<file path="src/rtl/pbad_consts.svh">
// Constants for the peripheral block access decoder.
`ifndef PBAD_CONSTS_SVH
`define PBAD_CONSTS_SVH

// Relocation register: offset in block, reset value, writable bits.
`define PBAD_RELOC_OFS 8'ha8
`define PBAD_RELOC_RESET 16'h00ff
`define PBAD_RELOC_WMASK 16'h9fff
`define PBAD_ET_BIT 15
`define PBAD_MEM_BIT 12
`define PBAD_BASE_MSB 11
`define PBAD_IO_BASE_MSB 7
`define PBAD_IO_BASE_ZERO 8'h00

// Word maps of the block, bit n standing for the word at offset 2n.
`define PBAD_RESERVED_MAP 128'hc0c0_c000_20e0_0000_c0c0_0004_00c0_ff10
`define PBAD_TIMER_MAP 128'h0000_0000_0000_0000_0000_000b_ff00_0000

// Coprocessor interface I/O window, address bits 15 to 3.
`define PBAD_COPROC_PAGE 13'h001f
`define PBAD_IO_HIGH_ZERO 4'h0

`endif

</file>
<file path="src/rtl/pbad_pkg.sv">
// Types and the shared function of the peripheral block access decoder.
package pbad_pkg;

  typedef enum logic [2:0] {PH_IDLE, PH_ACCESS, PH_WAIT, PH_SECOND, PH_EXT, PH_DONE} pbad_phase_t;

  typedef struct packed {
    pbad_phase_t phase;
    logic ext_sync1;
    logic ext_sync2;
    logic [15:0] reloc;
    logic [19:0] addr;
    logic write;
    logic byte_op;
    logic inta;
    logic [15:0] wdata;
    logic timer;
    logic hit;
    logic fbus_sel;
    logic fbus_write;
    logic [6:0] fbus_addr;
    logic [15:0] fbus_wdata;
    logic [15:0] rdata;
    logic ext_cycle;
    logic esc_trap;
  } pbad_state_t;

  function automatic logic [15:0] pbad_swap(input logic [15:0] w);
    pbad_swap = {w[7:0], w[15:8]};
  endfunction

endpackage

</file>
<file path="src/rtl/pbad_int_if.sv">
// Internal carrier between the access decoder top and its decode and lane helpers.
`timescale 1ns/100ps
interface pbad_int_if;
  // Address decode group.
  logic [19:0] addr;
  logic is_mem;
  logic [15:0] reloc;
  logic hit;
  logic [7:0] offset;
  logic assigned;
  logic timer;
  logic reloc_sel;
  logic coproc;
  // Byte lane group.
  logic odd;
  logic byte_op;
  logic [15:0] cpu_wdata;
  logic [15:0] word_in;
  logic [15:0] lane_wdata;
  logic [15:0] lane_rdata;

  modport top (output addr, is_mem, reloc, odd, byte_op, cpu_wdata, word_in,
               input hit, offset, assigned, timer, reloc_sel, coproc, lane_wdata, lane_rdata);
  modport dec (input addr, is_mem, reloc,
               output hit, offset, assigned, timer, reloc_sel, coproc);
  modport lane (input odd, byte_op, cpu_wdata, word_in, output lane_wdata, lane_rdata);
endinterface

</file>
<file path="src/rtl/pbad_decode.sv">
// Block hit and offset classification against the relocation register.
`timescale 1ns/100ps
`include "pbad_consts.svh"
module pbad_decode
  import pbad_pkg::*;
(
  // Decode group.
  pbad_int_if.dec d
);

  logic [127:0] reserved_map;
  logic [127:0] timer_map;
  logic space_ok;
  logic base_ok;

  assign reserved_map = `PBAD_RESERVED_MAP;
  assign timer_map = `PBAD_TIMER_MAP;

  // In I/O space only the low byte of the base and 16 address bits matter.
  always_comb
  begin
    space_ok = (d.is_mem == d.reloc[`PBAD_MEM_BIT]);
    if (d.reloc[`PBAD_MEM_BIT])
      base_ok = (d.addr[19:8] == d.reloc[`PBAD_BASE_MSB:0]);
    else
      base_ok = (d.addr[15:8] == d.reloc[`PBAD_IO_BASE_MSB:0]);
  end

  assign d.hit = space_ok && base_ok;
  assign d.offset = d.addr[7:0];
  assign d.assigned = !reserved_map[d.addr[7:1]];
  assign d.timer = timer_map[d.addr[7:1]];
  assign d.reloc_sel = (d.addr[7:1] == `PBAD_RELOC_OFS >> 1);
  // The block wins over the coprocessor window when they overlap.
  assign d.coproc = !d.is_mem && !d.hit && (d.addr[19:16] == `PBAD_IO_HIGH_ZERO)
                    && (d.addr[15:3] == `PBAD_COPROC_PAGE);

endmodule

</file>
<file path="src/rtl/pbad_lane.sv">
// Byte lane steering between the CPU data path and the 16-bit peripheral bus.
`timescale 1ns/100ps
module pbad_lane
  import pbad_pkg::*;
(
  // Lane group.
  pbad_int_if.lane l
);

  // Writes are always whole words; an odd offset puts the low byte at the odd half.
  assign l.lane_wdata = l.odd ? pbad_swap(l.cpu_wdata) : l.cpu_wdata;

  // Odd word reads swap halves; byte reads return only the addressed byte.
  always_comb
  begin
    if (l.byte_op)
      l.lane_rdata = {8'h00, l.odd ? l.word_in[15:8] : l.word_in[7:0]};
    else if (l.odd)
      l.lane_rdata = pbad_swap(l.word_in);
    else
      l.lane_rdata = l.word_in;
  end

endmodule

</file>
<file path="src/rtl/pbad_top.sv">
// Access decoder for the relocatable 256-byte peripheral register block.
`timescale 1ns/100ps
`include "pbad_consts.svh"
module pbad_top
  import pbad_pkg::*;
#(
  parameter bit BUS8 = 1'b0
)
(
  // Clock and reset.
  input wire logic sys_clk,
  input wire logic reset,
  // CPU bus cycle request.
  input wire logic cyc_req,
  input wire logic [19:0] cyc_addr,
  input wire logic cyc_is_mem,
  input wire logic cyc_write,
  input wire logic cyc_byte,
  input wire logic cyc_inta,
  input wire logic [15:0] cyc_wdata,
  output logic cyc_ready,
  output logic [15:0] cyc_rdata,
  // External bus mirror.
  input wire logic ext_ready_pin,
  output logic ext_cycle,
  output logic ext_data_discard,
  // Interrupt controller mode.
  input wire logic cascade_mode,
  // Internal peripheral bus.
  output logic fbus_sel,
  output logic fbus_write,
  output logic [6:0] fbus_addr,
  output logic [15:0] fbus_wdata,
  output logic fbus_timer,
  input wire logic [15:0] fbus_rdata,
  // Coprocessor interface.
  input wire logic esc_opcode,
  output logic esc_trap,
  output logic coproc_sel,
  // Relocation value.
  output logic [15:0] reloc_value
);

  // ==========================================================================
  // Helpers
  // ==========================================================================
  pbad_int_if bus ();
  pbad_state_t q;
  pbad_state_t next_q;
  logic io_at_zero;
  logic ext_ok;
  logic two_cycles;
  logic [15:0] read_word;

  pbad_decode u_decode
  (
    .d(bus.dec)
  );

  pbad_lane u_lane
  (
    .l(bus.lane)
  );

  // The second byte cycle is decoded with the relocation value already updated.
  always_comb
  begin
    bus.reloc = q.reloc;
    if (q.phase == PH_IDLE)
    begin
      bus.addr = cyc_addr;
      bus.is_mem = cyc_is_mem;
    end
    else if (q.phase == PH_SECOND)
    begin
      bus.addr = q.addr + 20'h00001;
      bus.is_mem = q.reloc[`PBAD_MEM_BIT];
    end
    else
    begin
      bus.addr = q.addr;
      bus.is_mem = q.reloc[`PBAD_MEM_BIT];
    end
  end

  always_comb
  begin
    if (q.phase == PH_IDLE)
    begin
      bus.odd = cyc_addr[0];
      bus.byte_op = cyc_byte;
      bus.cpu_wdata = cyc_wdata;
    end
    else
    begin
      bus.odd = q.addr[0];
      bus.byte_op = q.byte_op;
      bus.cpu_wdata = q.wdata;
    end
  end

  // Reserved offsets read as zero, which is one legal undefined value.
  always_comb
  begin
    if (bus.reloc_sel)
      read_word = q.reloc;
    else if (bus.assigned)
      read_word = fbus_rdata;
    else
      read_word = 16'h0000;
  end
  assign bus.word_in = read_word;

  assign io_at_zero = !q.reloc[`PBAD_MEM_BIT]
                      && (q.reloc[`PBAD_IO_BASE_MSB:0] == `PBAD_IO_BASE_ZERO);
  // External ready is taken through the two-stage synchroniser, except for cascade acknowledges with the block at I/O zero.
  assign ext_ok = q.ext_sync2 || (q.inta && cascade_mode && io_at_zero);
  assign two_cycles = BUS8 && !q.byte_op;

  // ==========================================================================
  // Next state
  // ==========================================================================
  always_comb
  begin
    next_q = q;
    next_q.ext_sync1 = ext_ready_pin;
    next_q.ext_sync2 = q.ext_sync1;
    next_q.ext_cycle = 1'b0;
    next_q.fbus_sel = 1'b0;
    next_q.fbus_write = 1'b0;
    next_q.esc_trap = esc_opcode && (q.reloc[`PBAD_ET_BIT] || BUS8);
    case (q.phase)
      PH_IDLE:
      begin
        if (cyc_req)
        begin
          next_q.addr = cyc_addr;
          next_q.write = cyc_write;
          next_q.byte_op = cyc_byte;
          next_q.inta = cyc_inta;
          next_q.wdata = cyc_wdata;
          next_q.rdata = 16'h0000;
          next_q.ext_cycle = 1'b1;
          next_q.hit = bus.hit;
          next_q.timer = bus.timer;
          if (bus.hit)
          begin
            // Whole-word transfer on the internal bus, stores only to assigned words.
            next_q.fbus_sel = 1'b1;
            next_q.fbus_write = cyc_write && bus.assigned && !bus.reloc_sel;
            next_q.fbus_addr = cyc_addr[7:1];
            next_q.fbus_wdata = bus.lane_wdata;
            next_q.phase = PH_ACCESS;
          end
          else
            next_q.phase = PH_EXT;
        end
      end
      PH_ACCESS:
      begin
        next_q.rdata = bus.lane_rdata;
        if (q.write && bus.reloc_sel)
          next_q.reloc = bus.lane_wdata & `PBAD_RELOC_WMASK;
        if (q.timer)
          next_q.phase = PH_WAIT;
        else if (two_cycles)
          next_q.phase = PH_SECOND;
        else
          next_q.phase = PH_DONE;
      end
      PH_WAIT:
      begin
        if (two_cycles)
          next_q.phase = PH_SECOND;
        else
          next_q.phase = PH_DONE;
      end
      PH_SECOND:
      begin
        // A block moved by the first byte leaves the second cycle outside it.
        next_q.ext_cycle = 1'b1;
        next_q.hit = bus.hit;
        if (bus.hit)
          next_q.phase = PH_DONE;
        else
          next_q.phase = PH_EXT;
      end
      PH_EXT:
      begin
        if (ext_ok)
          next_q.phase = PH_IDLE;
      end
      PH_DONE:
      begin
        next_q.phase = PH_IDLE;
      end
      default:
      begin
        next_q.phase = PH_IDLE;
      end
    endcase
  end

  always_ff @(posedge sys_clk or posedge reset)
  begin
    if (reset)
    begin
      q <= '0;
      q.phase <= PH_IDLE;
      q.reloc <= `PBAD_RELOC_RESET;
    end
    else
      q <= next_q;
  end

  // ==========================================================================
  // Outputs
  // ==========================================================================
  // Inside the block ready is internal only; outside it comes from the pin, or at once for cascade acknowledges with the block at I/O zero.
  assign cyc_ready = (q.phase == PH_DONE) || ((q.phase == PH_EXT) && ext_ok);
  assign cyc_rdata = q.rdata;
  assign ext_cycle = q.ext_cycle;
  assign ext_data_discard = q.hit && (q.phase != PH_IDLE) && (q.phase != PH_EXT);
  assign fbus_sel = q.fbus_sel;
  assign fbus_write = q.fbus_write;
  assign fbus_addr = q.fbus_addr;
  assign fbus_wdata = q.fbus_wdata;
  assign fbus_timer = q.timer;
  assign esc_trap = q.esc_trap;
  assign coproc_sel = (q.phase == PH_IDLE) && cyc_req && bus.coproc;
  assign reloc_value = q.reloc;
endmodule

</file>
<file path="config.mk">
export PLATFORM = sky130hd
export DESIGN_NAME = pbad_top
export DESIGN_NICKNAME = d
export VERILOG_FILES = /design/src/rtl/pbad_pkg.sv /design/src/rtl/pbad_int_if.sv /design/src/rtl/pbad_decode.sv /design/src/rtl/pbad_lane.sv /design/src/rtl/pbad_top.sv
export VERILOG_INCLUDE_DIRS = /design/src /design/src/rtl
export SDC_FILE = /design/constraint.sdc
export NUM_CORES = 1
export LEC_CHECK = 0
export BUFFER_PORTS_ARGS = -buffer_cell sky130_fd_sc_hd__buf_2
export CAP_MARGIN = 5
export CORE_UTILIZATION = 42
export DETAILED_ROUTE_END_ITERATION = 16
export GPL_TIMING_DRIVEN = 0
export SETUP_SLACK_MARGIN = 0.5
export SYNTH_ARGS = -nofsm -noshare
export SYNTH_HDL_FRONTEND = slang
export SYNTH_SLANG_ARGS = --single-unit
</file>
<file path="constraint.sdc">
create_clock -name sys_clk -period 4.31 [get_ports sys_clk]
set_clock_uncertainty 0.15 [all_clocks]
set_input_delay 0 -clock sys_clk [delete_from_list [all_inputs] [get_ports sys_clk]]
set_output_delay 0 -clock sys_clk [all_outputs]
set_load 0.1 [all_outputs]
</file>
==> impl_results.html, run 1 <==
<table>
<tr><th>Metric</th><th>Value</th></tr>
<tr><th colspan="2">Pwr</th></tr>
<tr><td>Peak supply drop</td><td>751 µV</td></tr>
<tr><td>P_leak</td><td>4.07 nW</td></tr>
<tr><td>Total power per unit cell area</td><td>744 nW/µm²</td></tr>
<tr><td>Overall power consumption</td><td>6.38 mW</td></tr>
<tr><th colspan="2">Global route</th></tr>
<tr><td>GR Layer Usage met1</td><td>0.369</td></tr>
<tr><td>Global routing usage on met2</td><td>0.461</td></tr>
<tr><td>Maximum number of pins on one net before global-route repair</td><td>60</td></tr>
<tr><td>Vias in the first global route</td><td>6224</td></tr>
<tr><td>Global-route wire length before repair</td><td>34600 µm</td></tr>
<tr><td>GR met3 Demand/Resource</td><td>0.0547</td></tr>
<tr><td>Top Usage Layer GRT</td><td>met2</td></tr>
<tr><td>Number of antenna violations at the first check in global routing</td><td>0</td></tr>
<tr><td>Total global routing overflow</td><td>0</td></tr>
<tr><td>GRT Overall Usage</td><td>0.279</td></tr>
<tr><th colspan="2">Layout</th></tr>
<tr><td>Final core utilization</td><td>0.561</td></tr>
<tr><td>Area Overhead vs Synth</td><td>28.8%</td></tr>
<tr><td>Number of nets in the layout</td><td>1008</td></tr>
<tr><td>Number of diodes added for antenna fixing</td><td>0</td></tr>
<tr><td>Share of cells above drive strength 1</td><td>0.301</td></tr>
<tr><td>Final instance area</td><td>8580 µm²</td></tr>
<tr><td>Final cell count without fillers</td><td>1161</td></tr>
<tr><th colspan="2">Yosys</th></tr>
<tr><td>Proportion of synthesized area in mux cells</td><td>0.0954</td></tr>
<tr><td>Sequential fraction of the synthesis area</td><td>0.388</td></tr>
<tr><td>Number of enable-type register cells in the synthesized netlist</td><td>0</td></tr>
<tr><td>Post-synthesis sequential element count</td><td>103</td></tr>
<tr><td>Combinational family with the most area after synthesis</td><td>simple AND/OR/NAND/NOR gates</td></tr>
<tr><td>Post-Syn Area</td><td>6660 µm²</td></tr>
<tr><td>Share of the synthesized area in compound gates (AO/OA/AOI/OAI)</td><td>0.157</td></tr>
<tr><td>Fraction of registers with async set or reset after synthesis</td><td>1.00</td></tr>
<tr><td>Post-synthesis cell type count</td><td>65</td></tr>
<tr><td>Dominant cell by count in the synthesized netlist</td><td>nand2_1</td></tr>
<tr><td>Leading cell types by total area after synthesis</td><td>dfrtp_1 (36%), nand2_1 (8.7%), buf_4 (6.6%), mux2_2 (4.7%), dfstp_2 (3.2%)</td></tr>
<tr><td>Gate Count Post-Synth</td><td>745</td></tr>
<tr><td>Number of warnings issued by yosys</td><td>0</td></tr>
<tr><td>XOR/XNOR share of the synthesized area</td><td>0.0342</td></tr>
<tr><td>Area share of the leading cell type in the synthesized netlist</td><td>0.357</td></tr>
<tr><td>Most used standard cells in the synthesized netlist</td><td>nand2_1 (154), dfrtp_1 (95), buf_4 (59)</td></tr>
<tr><td>Post-Syn Area per Cell</td><td>8.94 µm²</td></tr>
<tr><td>Share of synthesized cell area in full adder, half adder and majority cells</td><td>0.00188</td></tr>
<tr><td>Cell type with the highest aggregate area in the netlist</td><td>dfrtp_1</td></tr>
<tr><td>Top_reg_cell synth</td><td>dfrtp_1</td></tr>
<tr><td>Basic-gate share of the synthesized area counting and, or, nand and nor cells</td><td>0.220</td></tr>
<tr><th colspan="2">Setup path</th></tr>
<tr><td>Cell chain of the critical path</td><td>clkbuf_1, xor2_1, nand4_1, or3_1, a31oi_1, nor3_1, o31ai_1, o211ai_1, nor4bb_4, buf_4</td></tr>
<tr><td>Endpoint of the worst setup timing path</td><td>coproc_sel</td></tr>
<tr><td>Internal reg-to-reg setup slack</td><td>0.68 ns</td></tr>
<tr><td>Required time at the worst-slack endpoint</td><td>4.16 ns</td></tr>
<tr><td>Cell count of the worst reg-to-reg path</td><td>12</td></tr>
<tr><td>Critical Path Slowest Stage Cell</td><td>dfstp_2</td></tr>
<tr><td>Critical path launch point</td><td>reloc_value[7]</td></tr>
<tr><td>Largest fanout of any net on the critical path</td><td>7</td></tr>
<tr><td>Maximum single-stage delay on the critical path</td><td>0.53 ns</td></tr>
<tr><td>Endpoint class of the critical path</td><td>primary output</td></tr>
<tr><td>Startpoint Class</td><td>flop</td></tr>
<tr><td>Worst reg2reg path endpoint</td><td>cyc_rdata[2]</td></tr>
<tr><td>Reg-to-Reg Start</td><td>q[102]</td></tr>
<tr><td>WP data arrival</td><td>3.50 ns</td></tr>
<tr><td>Critical path type</td><td>reg2out</td></tr>
<tr><th colspan="2">Clock network</th></tr>
<tr><td>CTS tree</td><td>built</td></tr>
<tr><td>Num CTS Buffers</td><td>9</td></tr>
<tr><td>Worst-skew pair later-pin latency</td><td>0.36 ns</td></tr>
<tr><td>Largest buffer count on any clock path</td><td>2</td></tr>
<tr><td>Clock H-tree levels</td><td>3</td></tr>
<tr><td>Total number of clock tree sinks</td><td>103</td></tr>
<tr><td>Clock transition at the register clock pins on the worst setup and hold paths after CTS</td><td>0.07 ns</td></tr>
<tr><td>Buffer type at the clock tree root</td><td>clkbuf_16</td></tr>
<tr><th colspan="2">Timing</th></tr>
<tr><td>Minimum setup slack in the final design</td><td>0.657 ns</td></tr>
<tr><td>Hold violation total from the final report</td><td>0</td></tr>
<tr><td>RSZ-0062 raised after global routing</td><td>no</td></tr>
<tr><td>Total negative setup slack</td><td>0 ns</td></tr>
<tr><td>Relative slew margins</td><td>0.370</td></tr>
<tr><td>Worst hold-check slack</td><td>0.107 ns</td></tr>
<tr><td>Period utilisation layout</td><td>0.848</td></tr>
<tr><td>Fin. max-slew vios</td><td>0</td></tr>
<tr><td>Fmax</td><td>0.274 GHz</td></tr>
<tr><td>Count of endpoints failing setup in the final report</td><td>0</td></tr>
<tr><td>Transition time of the tightest slew-check pin</td><td>0.919 ns</td></tr>
<tr><td>Minimum clock period after layout</td><td>3.65 ns</td></tr>
<tr><th colspan="2">Drt</th></tr>
<tr><td>Number of DRC markers in iteration 0</td><td>524</td></tr>
<tr><td>Post-DR wirelength/cell</td><td>19.2 µm</td></tr>
<tr><td>Antenna Violating Nets Remaining</td><td>0</td></tr>
<tr><td>Vias post-DR</td><td>6513</td></tr>
<tr><td>Number of vias per cell after detailed routing</td><td>5.61</td></tr>
<tr><td>Detailed Routing Iterations Pass 1</td><td>5</td></tr>
<tr><td>Drt total wl</td><td>22200 µm</td></tr>
<tr><td>DRC violations left</td><td>0</td></tr>
<tr><th colspan="2">Die</th></tr>
<tr><td>Initial Util</td><td>0.435</td></tr>
<tr><td>Total die area</td><td>16400 µm²</td></tr>
<tr><td># IOs</td><td>125</td></tr>
<tr><td>Die X-Extent</td><td>128 µm</td></tr>
<tr><td>Chip height</td><td>128 µm</td></tr>
<tr><td>Floorplan row count</td><td>45</td></tr>
<tr><td>Core Footprint</td><td>15300 µm²</td></tr>
<tr><th colspan="2">Placed design</th></tr>
<tr><td>Setup slack at placement</td><td>0.214 ns</td></tr>
<tr><td>Weighted congestion at the end of routability-driven global placement</td><td>0.907</td></tr>
<tr><td>Placement-stage cell area</td><td>7590 µm²</td></tr>
<tr><td>Number of placed instances with taps included</td><td>1080</td></tr>
<tr><td>Port Buffers</td><td>122</td></tr>
<tr><td>Post-DP HPWL</td><td>15900 µm</td></tr>
<tr><th colspan="2">Hold path</th></tr>
<tr><td>Worst Hold Class</td><td>in2reg</td></tr>
<tr><td>Hold path depth</td><td>3</td></tr>
<tr><th colspan="2">Status</th></tr>
<tr><td>Run status</td><td>finished, final reports clean</td></tr>
<tr><th colspan="2">Flow run</th></tr>
<tr><td>Max-cap violations</td><td>0</td></tr>
</table>
[routing by layer]
layer	wire [µm]	share of wire
met4	480	0.022
met1	9500	0.43
met5	0	0
met2	10700	0.48
met3	1550	0.070
[layout make-up]
class	count	area [µm²]
fill	1465	6730
clock inverter	7	82.6
timing repair buffer	188	1270
clock buffer	9	225
inverter	6	25.0
sequential	103	2590
multi-input combinational	528	3460
tap	211	264
buffer	109	664
[layout by cell type, fill, tap and decap left out, drive strengths merged, types with 3 or more instances in the layout]
master       count
buf            206
nand2          154
dfrtp           95
dlygate4sd3     58
clkbuf          42
mux2            38
a21oi           29
nor2            27
nand3           23
a221oi          23
nor2b           22
xnor2           19
a211oi          19
nor3            18
mux2i           17
o31ai           14
nand4           14
a31oi           10
or3              9
dfstp            8
xor2             7
inv              7
o21ai            6
and2             5
and4             5
o2111ai          5
clkinv           5
o211ai           4
a311oi           4
o22ai            4
o22a             4
or4              4
nand2b           3
a22oi            3
a32o             3
nor4b            3
nor4             3
a31o             3
[worst max-delay path, delay by kind of cell (launching register included)]
kind	cells	cell delay, ns
and+or+nand+nor	4	0.77
AOI/OAI and AO/OA	3	0.80
buffers and inverters	2	0.70
xor gates and xnor gates	1	0.33
DFF	1	0.53
[kinds of logic (layout without fill, tap and decap cells)]
group	after synthesis	in the layout
compound gates	144	144
xor+xnor	26	26
fa+ha+maj	1	1
buf+inv	115	319
flops	103	103
mux	55	55
other cells	1	2
simple gates	300	300
[flip-flops by register name, summed over array words and instances, names as in the netlist]
register and flops:
fbus_addr 7, ext_cycle 1, fbus_timer 1, fbus_sel 1, esc_trap 1, next_q 1
reloc_value 14, fbus_write 1, fbus_wdata 16, cyc_rdata 16, q 44
[worst min path at each step]
stage / startpoint / to
CTS: cyc_is_mem / fbus_sel
global route: cyc_is_mem / fbus_sel
finish: cyc_is_mem / fbus_sel
detailed placement: ext_ready_pin / next_q[100]
global placement: ext_ready_pin / next_q[100]
floorplan: ext_ready_pin / next_q[100]
[report_power, final]
group	leakage [nW]	switching [mW]	internal, mW
Combinational	2.61	2.81	1.16
Clock	0.153	0.404	0.458
Sequential	1.30	0.240	1.32
Total	4.07	3.45	2.93
[what timing repair did]
action,CTS,global route
setup endpoints to repair,40,32
gates resized for setup,7,11
endpoints found under the hold margin,113,0
pin swaps,3,5
buffers inserted,1,6
hold buffers,58,0
Power figures use the tool's default switching activity.
==> run 2: changes to the inputs <==
- PLACE_DENSITY: not set -> 0.66
- clock period: 4.31 -> 3.15 ns (I/O delays scaled with it)
==> run 2 against run 1 <==
Critical path type is now reg2reg. Hold slack got worse by 0.044 ns. Sequential power grew 41%. Sequential share of layout area shrank 3.9 points. Clock-buffer cell count is 1 higher. First-iteration DRC count increased by 14%. Critical endpoint is now reloc_value[15]. Final area up 15%. Non-clock buffer count is 60 higher. Total power increased by 59%. Utilization increased by 8.5 points. Die area did not move. Sequential cell count is the same. Largest cell class unchanged. Critical path depth is 1 higher. The flow now finishes with violations (setup timing).
==> impl_results.html, run 2 (synthesis gave the netlist of run 1 again) <==
<table>
<tr><th>Metric</th><th>Value</th></tr>
<tr><th colspan="2">Clock network</th></tr>
<tr><td>Buffer type at the clock tree root</td><td>clkbuf_16</td></tr>
<tr><td>Worst-skew pair later-pin latency</td><td>0.37 ns</td></tr>
<tr><td>Clock H-tree levels</td><td>3</td></tr>
<tr><td>CTS tree</td><td>built</td></tr>
<tr><td>Num CTS Buffers</td><td>9</td></tr>
<tr><td>Total number of clock tree sinks</td><td>103</td></tr>
<tr><td>Clock transition at the register clock pins on the worst setup and hold paths after CTS</td><td>0.08 ns</td></tr>
<tr><td>Largest buffer count on any clock path</td><td>2</td></tr>
<tr><th colspan="2">Hold path</th></tr>
<tr><td>Endpoint, Worst Hold</td><td>fbus_sel</td></tr>
<tr><td>Hold path depth</td><td>3</td></tr>
<tr><td>Worst Hold Class</td><td>in2reg</td></tr>
<tr><td>Hold Crit Start</td><td>cyc_is_mem</td></tr>
<tr><th colspan="2">Status</th></tr>
<tr><td>Run status</td><td>finished with violations</td></tr>
<tr><td>Failing checks</td><td>setup timing</td></tr>
<tr><th colspan="2">Die</th></tr>
<tr><td>Chip height</td><td>128 µm</td></tr>
<tr><td>Initial Util</td><td>0.435</td></tr>
<tr><td>Floorplan row count</td><td>45</td></tr>
<tr><td># IOs</td><td>125</td></tr>
<tr><td>Core Footprint</td><td>15300 µm²</td></tr>
<tr><td>Die X-Extent</td><td>128 µm</td></tr>
<tr><td>Total die area</td><td>16400 µm²</td></tr>
<tr><th colspan="2">Global route</th></tr>
<tr><td>Total global routing overflow</td><td>0</td></tr>
<tr><td>Number of antenna violations at the first check in global routing</td><td>0</td></tr>
<tr><td>Global-route wire length before repair</td><td>35600 µm</td></tr>
<tr><td>Maximum number of pins on one net before global-route repair</td><td>37</td></tr>
<tr><td>GRT Overall Usage</td><td>0.290</td></tr>
<tr><td>Vias in the first global route</td><td>6496</td></tr>
<tr><th colspan="2">Placed design</th></tr>
<tr><td>Placement-stage cell area</td><td>7800 µm²</td></tr>
<tr><td>Setup slack at placement</td><td>-0.627 ns</td></tr>
<tr><td>Post-DP HPWL</td><td>15400 µm</td></tr>
<tr><td>Port Buffers</td><td>122</td></tr>
<tr><td>Weighted congestion at the end of routability-driven global placement</td><td>0.892</td></tr>
<tr><th colspan="2">Setup path</th></tr>
<tr><td>Worst reg2reg path endpoint</td><td>reloc_value[15]</td></tr>
<tr><td>Cell count of the worst reg-to-reg path</td><td>11</td></tr>
<tr><td>Cell chain of the critical path</td><td>buf_6, nand2b_4, buf_6, or4_4, a31o_4, or4_4, nor3_4, buf_6, nand3_4, buf_12, mux2_4</td></tr>
<tr><td>Required time at the worst-slack endpoint</td><td>3.26 ns</td></tr>
<tr><td>Critical path type</td><td>reg2reg</td></tr>
<tr><td>Startpoint Class</td><td>flop</td></tr>
<tr><td>Endpoint class of the critical path</td><td>flop</td></tr>
<tr><td>Internal reg-to-reg setup slack</td><td>-0.10 ns</td></tr>
<tr><td>Critical Path Slowest Stage Cell</td><td>or4_4</td></tr>
<tr><td>Critical path's most frequent cell</td><td>buf_6</td></tr>
<tr><td>Reg-to-Reg Start</td><td>q[104]</td></tr>
<tr><td>WP data arrival</td><td>3.36 ns</td></tr>
<tr><td>Count of buffering cells on the critical path with inverters included</td><td>4</td></tr>
<tr><td>Gate family responsible for the most delay along the worst path</td><td>simple AND/OR/NAND/NOR gates</td></tr>
<tr><td>Maximum single-stage delay on the critical path</td><td>0.52 ns</td></tr>
<tr><td>Largest fanout of any net on the critical path</td><td>10</td></tr>
<tr><th colspan="2">Layout</th></tr>
<tr><td>Number of nets in the layout</td><td>1068</td></tr>
<tr><td>Register bank with the most flops</td><td>q</td></tr>
<tr><td>Area Overhead vs Synth</td><td>48.3%</td></tr>
<tr><td>Share of cells above drive strength 1</td><td>0.433</td></tr>
<tr><td>Top library cells by usage in the layout, fill and taps aside</td><td>nand2_1 (152), buf_2 (128), buf_4 (106)</td></tr>
<tr><td>Final instance area</td><td>9880 µm²</td></tr>
<tr><td>Number of flip-flops in the largest register</td><td>44</td></tr>
<tr><td>Commonest non-fill, non-tap cell in the layout</td><td>nand2_1</td></tr>
<tr><th colspan="2">Drt</th></tr>
<tr><td>Detailed Routing Iterations Pass 1</td><td>6</td></tr>
<tr><td>Drt total wl</td><td>23800 µm</td></tr>
<tr><td>Antenna Violating Nets Remaining</td><td>0</td></tr>
<tr><td>Vias post-DR</td><td>6924</td></tr>
<tr><td>Post-DR wirelength/cell</td><td>19.5 µm</td></tr>
<tr><td>DRC violations left</td><td>0</td></tr>
<tr><td>Number of DRC markers in iteration 0</td><td>597</td></tr>
<tr><td>Number of vias per cell after detailed routing</td><td>5.67</td></tr>
<tr><th colspan="2">Flow run</th></tr>
<tr><td>Max-cap violations</td><td>0</td></tr>
<tr><th colspan="2">Timing</th></tr>
<tr><td>Fmax</td><td>0.307 GHz</td></tr>
<tr><td>Count of endpoints failing setup in the final report</td><td>25</td></tr>
<tr><td>Minimum clock period after layout</td><td>3.25 ns</td></tr>
<tr><td>RSZ-0062 raised after global routing</td><td>yes</td></tr>
<tr><td>Minimum setup slack in the final design</td><td>-0.103 ns</td></tr>
<tr><td>Period utilisation layout</td><td>1.03</td></tr>
<tr><td>Hold violation total from the final report</td><td>0</td></tr>
<tr><td>Relative slew margins</td><td>0.446</td></tr>
<tr><td>Total negative setup slack</td><td>-1.10 ns</td></tr>
<tr><td>Fin. max-slew vios</td><td>0</td></tr>
<tr><td>Transition time of the tightest slew-check pin</td><td>0.830 ns</td></tr>
<tr><th colspan="2">Pwr</th></tr>
<tr><td>P_leak</td><td>4.70 nW</td></tr>
<tr><td>Clock network fraction of design power</td><td>0.113</td></tr>
<tr><td>Sw Pwr</td><td>5.25 mW</td></tr>
<tr><td>Share of total power in combinational logic</td><td>0.670</td></tr>
<tr><td>P_int</td><td>4.88 mW</td></tr>
<tr><td>Peak supply drop</td><td>655 µV</td></tr>
<tr><td>Total power per unit cell area</td><td>1030 nW/µm²</td></tr>
<tr><td>Sequential power share</td><td>0.217</td></tr>
<tr><td>Net switching share of the total power</td><td>0.518</td></tr>
</table>
==> run 2: cell count changes in the layout (fill, tap and decap cells not counted), sizes merged <==
cell / previous run / this run
buf: 206 / 267
bufbuf: 0 / 1
bufinv: 1 / 0
clkbuf: 42 / 41
clkinv: 5 / 1
clkinvlp: 0 / 2
diode: 0 / 1
inv: 7 / 9
==> run 2: cell type report <==
type,count,area (µm²)
Antenna cell,1,2.50
Buffer,109,852
Clock buffer,10,239
Clock inverter,6,50.0
Fill cell,1244,5430
Inverter,6,26.3
Multi-Input combinational cell,528,4000
Sequential cell,103,2590
Tap cell,211,264
Timing Repair Buffer,248,1850
==> run 2: metrics by stage <==
step / power, mW / hold WS, ns / utilization / instances
after detailed placement: 7.57 / -0.0131 / 0.510 / 1081
after global placement: 7.54 / -0.0139 / 0.507 / 1079
final: 10.1 / 0.0637 / 0.645 / 1222
after CTS: 9.70 / 0.0289 / 0.621 / 1204
after floorplan: 6.50 / -0.119 / - / 746
after global routing: 10.6 / 0.0991 / 0.645 / 1221
==> run 2: timing repair <==
item	in CTS	in global routing
hold buffers	58	0
endpoints found under the setup margin	99	93
endpoints found under the hold margin	104	0
pin swaps	48	33
buffers inserted	41	17
resized for setup	93	72
cloned	8	0
==> run 2: worst max path at each step <==
stage           start              end  slack [ns]  cells past startpoint
2_1_floorplan   q[65]       coproc_sel       -0.11                      9
3_3_place_gp   q[103]    fbus_wdata[0]       -0.62                     10
3_5_place_dp   q[103]    fbus_wdata[5]       -0.63                     10
4_1_cts        q[104]     cyc_rdata[6]       0.003                     12
5_1_grt         q[70]       coproc_sel       -0.18                     12
6_report       q[104]  reloc_value[15]       -0.10                     11
==> run 2: metal layers <==
| layer | wire length (µm) | part of all wire | up-vias | global-route usage |
|---|---|---|---|---|
| met3 | 1840 | 0.077 | 78 | 0.0676 |
| met4 | 927 | 0.039 | 0 | 0.134 |
| met5 | 0 | 0 | - | 0 |
| met2 | 11200 | 0.47 | 350 | 0.465 |
| met1 | 9790 | 0.41 | 3345 | 0.372 |
| li1 | - | - | 3151 | - |
==> run 2: tightest hold or removal path: cells and delay by family <==
family / cells / cell delay [ns]
buf+inv: 1 / 0.13
compound gates: 2 / 0.42
==> run 2: power groups by stage <==
stage               Combinational [mW]  Clock, mW  Sequential, mW
finish                            6.78       1.15            2.20
global route                      7.10       1.21            2.25
CTS                               6.37       1.16            2.17
detailed placement                5.39          0            2.18
global placement                  5.37          0            2.17
floorplan                         4.33          0            2.17
==> run 3: changes to the inputs <==
- CORE_UTILIZATION: 42 -> 50
- PLACE_DENSITY: 0.66 -> 0.76
==> run 3 against run 2 <==
The run still ends with setup timing left. Combinational power increased by 1%. Largest power group unchanged. Global-route usage increased by 4.5 points. Critical path depth increased by 1. Final area increased by 0.35%.
==> impl_results.html, run 3 (synthesis gave the netlist of run 1 again) <==
<table>
<tr><th>Metric</th><th>Value</th></tr>
<tr><th colspan="2">Layout</th></tr>
<tr><td>Number of nets in the layout</td><td>1073</td></tr>
<tr><td>Final cell count without fillers</td><td>1187</td></tr>
<tr><td>Top library cells by usage in the layout, fill and taps aside</td><td>nand2_1 (152), buf_2 (125), buf_4 (111)</td></tr>
<tr><td>Register bank with the most flops</td><td>q</td></tr>
<tr><td>Number of diodes added for antenna fixing</td><td>0</td></tr>
<tr><td>Number of flip-flops in the largest register</td><td>44</td></tr>
<tr><td>Share of cells above drive strength 1</td><td>0.429</td></tr>
<tr><td>Commonest non-fill, non-tap cell in the layout</td><td>nand2_1</td></tr>
<tr><td>Area Overhead vs Synth</td><td>48.8%</td></tr>
<tr><td>Filler cell count in the final layout</td><td>846</td></tr>
<tr><th colspan="2">Timing</th></tr>
<tr><td>Period utilisation layout</td><td>1.08</td></tr>
<tr><td>Total negative setup slack</td><td>-7.15 ns</td></tr>
<tr><td>Hold violation total from the final report</td><td>0</td></tr>
<tr><td>Fmax</td><td>0.295 GHz</td></tr>
<tr><td>Minimum clock period after layout</td><td>3.39 ns</td></tr>
<tr><td>Minimum setup slack in the final design</td><td>-0.245 ns</td></tr>
<tr><td>Transition time of the tightest slew-check pin</td><td>0.759 ns</td></tr>
<tr><td>Worst hold-check slack</td><td>0.125 ns</td></tr>
<tr><td>RSZ-0062 raised after global routing</td><td>yes</td></tr>
<tr><td>Fin. max-slew vios</td><td>0</td></tr>
<tr><td>Count of endpoints failing setup in the final report</td><td>55</td></tr>
<tr><td>Relative slew margins</td><td>0.494</td></tr>
<tr><th colspan="2">Setup path</th></tr>
<tr><td>Critical path type</td><td>reg2reg</td></tr>
<tr><td>Endpoint class of the critical path</td><td>flop</td></tr>
<tr><td>Startpoint Class</td><td>flop</td></tr>
<tr><td>WP data arrival</td><td>3.49 ns</td></tr>
<tr><td>Largest fanout of any net on the critical path</td><td>7</td></tr>
<tr><td>Required time at the worst-slack endpoint</td><td>3.25 ns</td></tr>
<tr><th colspan="2">Flow run</th></tr>
<tr><td>Max-cap violations</td><td>0</td></tr>
<tr><th colspan="2">Die</th></tr>
<tr><td>Chip height</td><td>117 µm</td></tr>
<tr><td># IOs</td><td>125</td></tr>
<tr><td>Core Footprint</td><td>12800 µm²</td></tr>
<tr><td>Die X-Extent</td><td>117 µm</td></tr>
<tr><td>Total die area</td><td>13800 µm²</td></tr>
<tr><td>Initial Util</td><td>0.520</td></tr>
<tr><td>Floorplan row count</td><td>41</td></tr>
<tr><th colspan="2">Pwr</th></tr>
<tr><td>P_leak</td><td>4.74 nW</td></tr>
<tr><td>Overall power consumption</td><td>10.3 mW</td></tr>
<tr><td>Peak supply drop</td><td>1260 µV</td></tr>
<tr><td>Total power per unit cell area</td><td>1040 nW/µm²</td></tr>
<tr><th colspan="2">Clock network</th></tr>
<tr><td>Clock H-tree levels</td><td>3</td></tr>
<tr><td>Total number of clock tree sinks</td><td>103</td></tr>
<tr><td>Buffer type at the clock tree root</td><td>clkbuf_16</td></tr>
<tr><td>Worst-skew pair later-pin latency</td><td>0.37 ns</td></tr>
<tr><td>CTS tree</td><td>built</td></tr>
<tr><td>Num CTS Buffers</td><td>9</td></tr>
<tr><td>Largest buffer count on any clock path</td><td>2</td></tr>
<tr><td>Clock transition at the register clock pins on the worst setup and hold paths after CTS</td><td>0.08 ns</td></tr>
<tr><th colspan="2">Drt</th></tr>
<tr><td>Post-DR wirelength/cell</td><td>20.6 µm</td></tr>
<tr><td>Vias post-DR</td><td>7212</td></tr>
<tr><td>Number of DRC markers in iteration 0</td><td>829</td></tr>
<tr><td>Number of vias per cell after detailed routing</td><td>6.08</td></tr>
<tr><td>DRC violations left</td><td>0</td></tr>
<tr><td>Antenna Violating Nets Remaining</td><td>0</td></tr>
<tr><td>Drt total wl</td><td>24500 µm</td></tr>
<tr><td>Routed met3 length</td><td>2090 µm</td></tr>
<tr><td>Amount of wire on met2 after detailed routing</td><td>11700 µm</td></tr>
<tr><td>Wl on met1</td><td>9610 µm</td></tr>
<tr><td>Top routing layer used</td><td>met4</td></tr>
<tr><td>Detailed Routing Iterations Pass 1</td><td>8</td></tr>
<tr><th colspan="2">Placed design</th></tr>
<tr><td>Port Buffers</td><td>122</td></tr>
<tr><td>Number of placed instances with taps included</td><td>1042</td></tr>
<tr><td>Weighted congestion at the end of routability-driven global placement</td><td>0.944</td></tr>
<tr><td>Post-DP HPWL</td><td>14700 µm</td></tr>
<tr><td>Setup slack at placement</td><td>-0.542 ns</td></tr>
<tr><th colspan="2">Global route</th></tr>
<tr><td>GRT Overall Usage</td><td>0.336</td></tr>
<tr><td>Maximum number of pins on one net before global-route repair</td><td>43</td></tr>
<tr><td>Total global routing overflow</td><td>0</td></tr>
<tr><td>Global-route wire length before repair</td><td>35900 µm</td></tr>
<tr><td>Number of antenna violations at the first check in global routing</td><td>0</td></tr>
<tr><td>Vias in the first global route</td><td>6725</td></tr>
<tr><th colspan="2">Status</th></tr>
<tr><td>Run status</td><td>finished with violations</td></tr>
<tr><td>Failing checks</td><td>setup timing</td></tr>
<tr><th colspan="2">Hold path</th></tr>
<tr><td>Worst Hold Class</td><td>in2async</td></tr>
</table>
==> run 3: per-stage QoR <==
step / area (µm²) / utilization
2_1_floorplan: 6890 / -
3_3_place_gp: 7720 / 0.602
3_5_place_dp: 7760 / 0.605
4_1_cts: 9520 / 0.742
5_1_grt: 9920 / 0.773
6_report: 9920 / 0.773
==> run 3: path summary, 6_finish.rpt <==
| path | start | end | slack [ns] | cells past startpoint |
|---|---|---|---|---|
| min reg2reg | next_q[100] | q[100] | 0.20 | 0 |
| min in group sys_clk | cyc_is_mem | fbus_sel | 0.14 | 3 |
| max in group asynchronous | reset | reloc_value[6] | 2.03 | 4 |
| min | reset | fbus_wdata[11] | 0.12 | 3 |
| max | q[64] | cyc_rdata[11] | -0.24 | 12 |
| max reg2reg | q[64] | cyc_rdata[11] | -0.24 | 12 |
==> run 3: area by class of cell <==
class,count,area (µm²),share of cell area
Clock inverter,7,100,0.0101
Timing Repair Buffer,253,1880,0.190
Clock buffer,9,225,0.0227
Sequential cell,103,2590,0.261
Inverter,6,26.3,0.00265
Buffer,109,826,0.0833
Tap cell,172,215,0.0217
Multi-Input combinational cell,528,4050,0.408
==> run 3: worst max-delay path, stage by stage (launching register included) <==
cell and delay, ns:
dfrtp_1 0.41, buf_6 0.13, ha_4 0.16, and4b_2 0.24, buf_4 0.14, a311oi_2 0.33, a211oi_2 0.12, or4_4 0.57
nor3_4 0.23, buf_6 0.19, buf_4 0.15, a221oi_2 0.07, o31ai_1 0.35
==> run 3: repair_timing <==
item / CTS / global route
hold buffers: 58 / 0
pin swaps: 50 / 36
cloned: 5 / 1
buffers inserted: 45 / 20
endpoints found under the setup margin: 99 / 99
endpoints found under the hold margin: 97 / 0
resized for setup: 105 / 61
==> run 3: where the power goes <==
group,internal [mW],leakage [nW],total (mW),switching [mW]
registers,1.81,1.30,2.19,0.384
clock network,0.706,0.161,1.26,0.558
logic,2.46,3.28,6.87,4.41
total,4.97,4.74,10.3,5.35
==> run 3: per-layer routing <==
layer	GRT usage	up-vias
met5	0	-
li1	-	3157
met4	0.135	0
met1	0.438	3462
met2	0.543	492
met3	0.0691	101
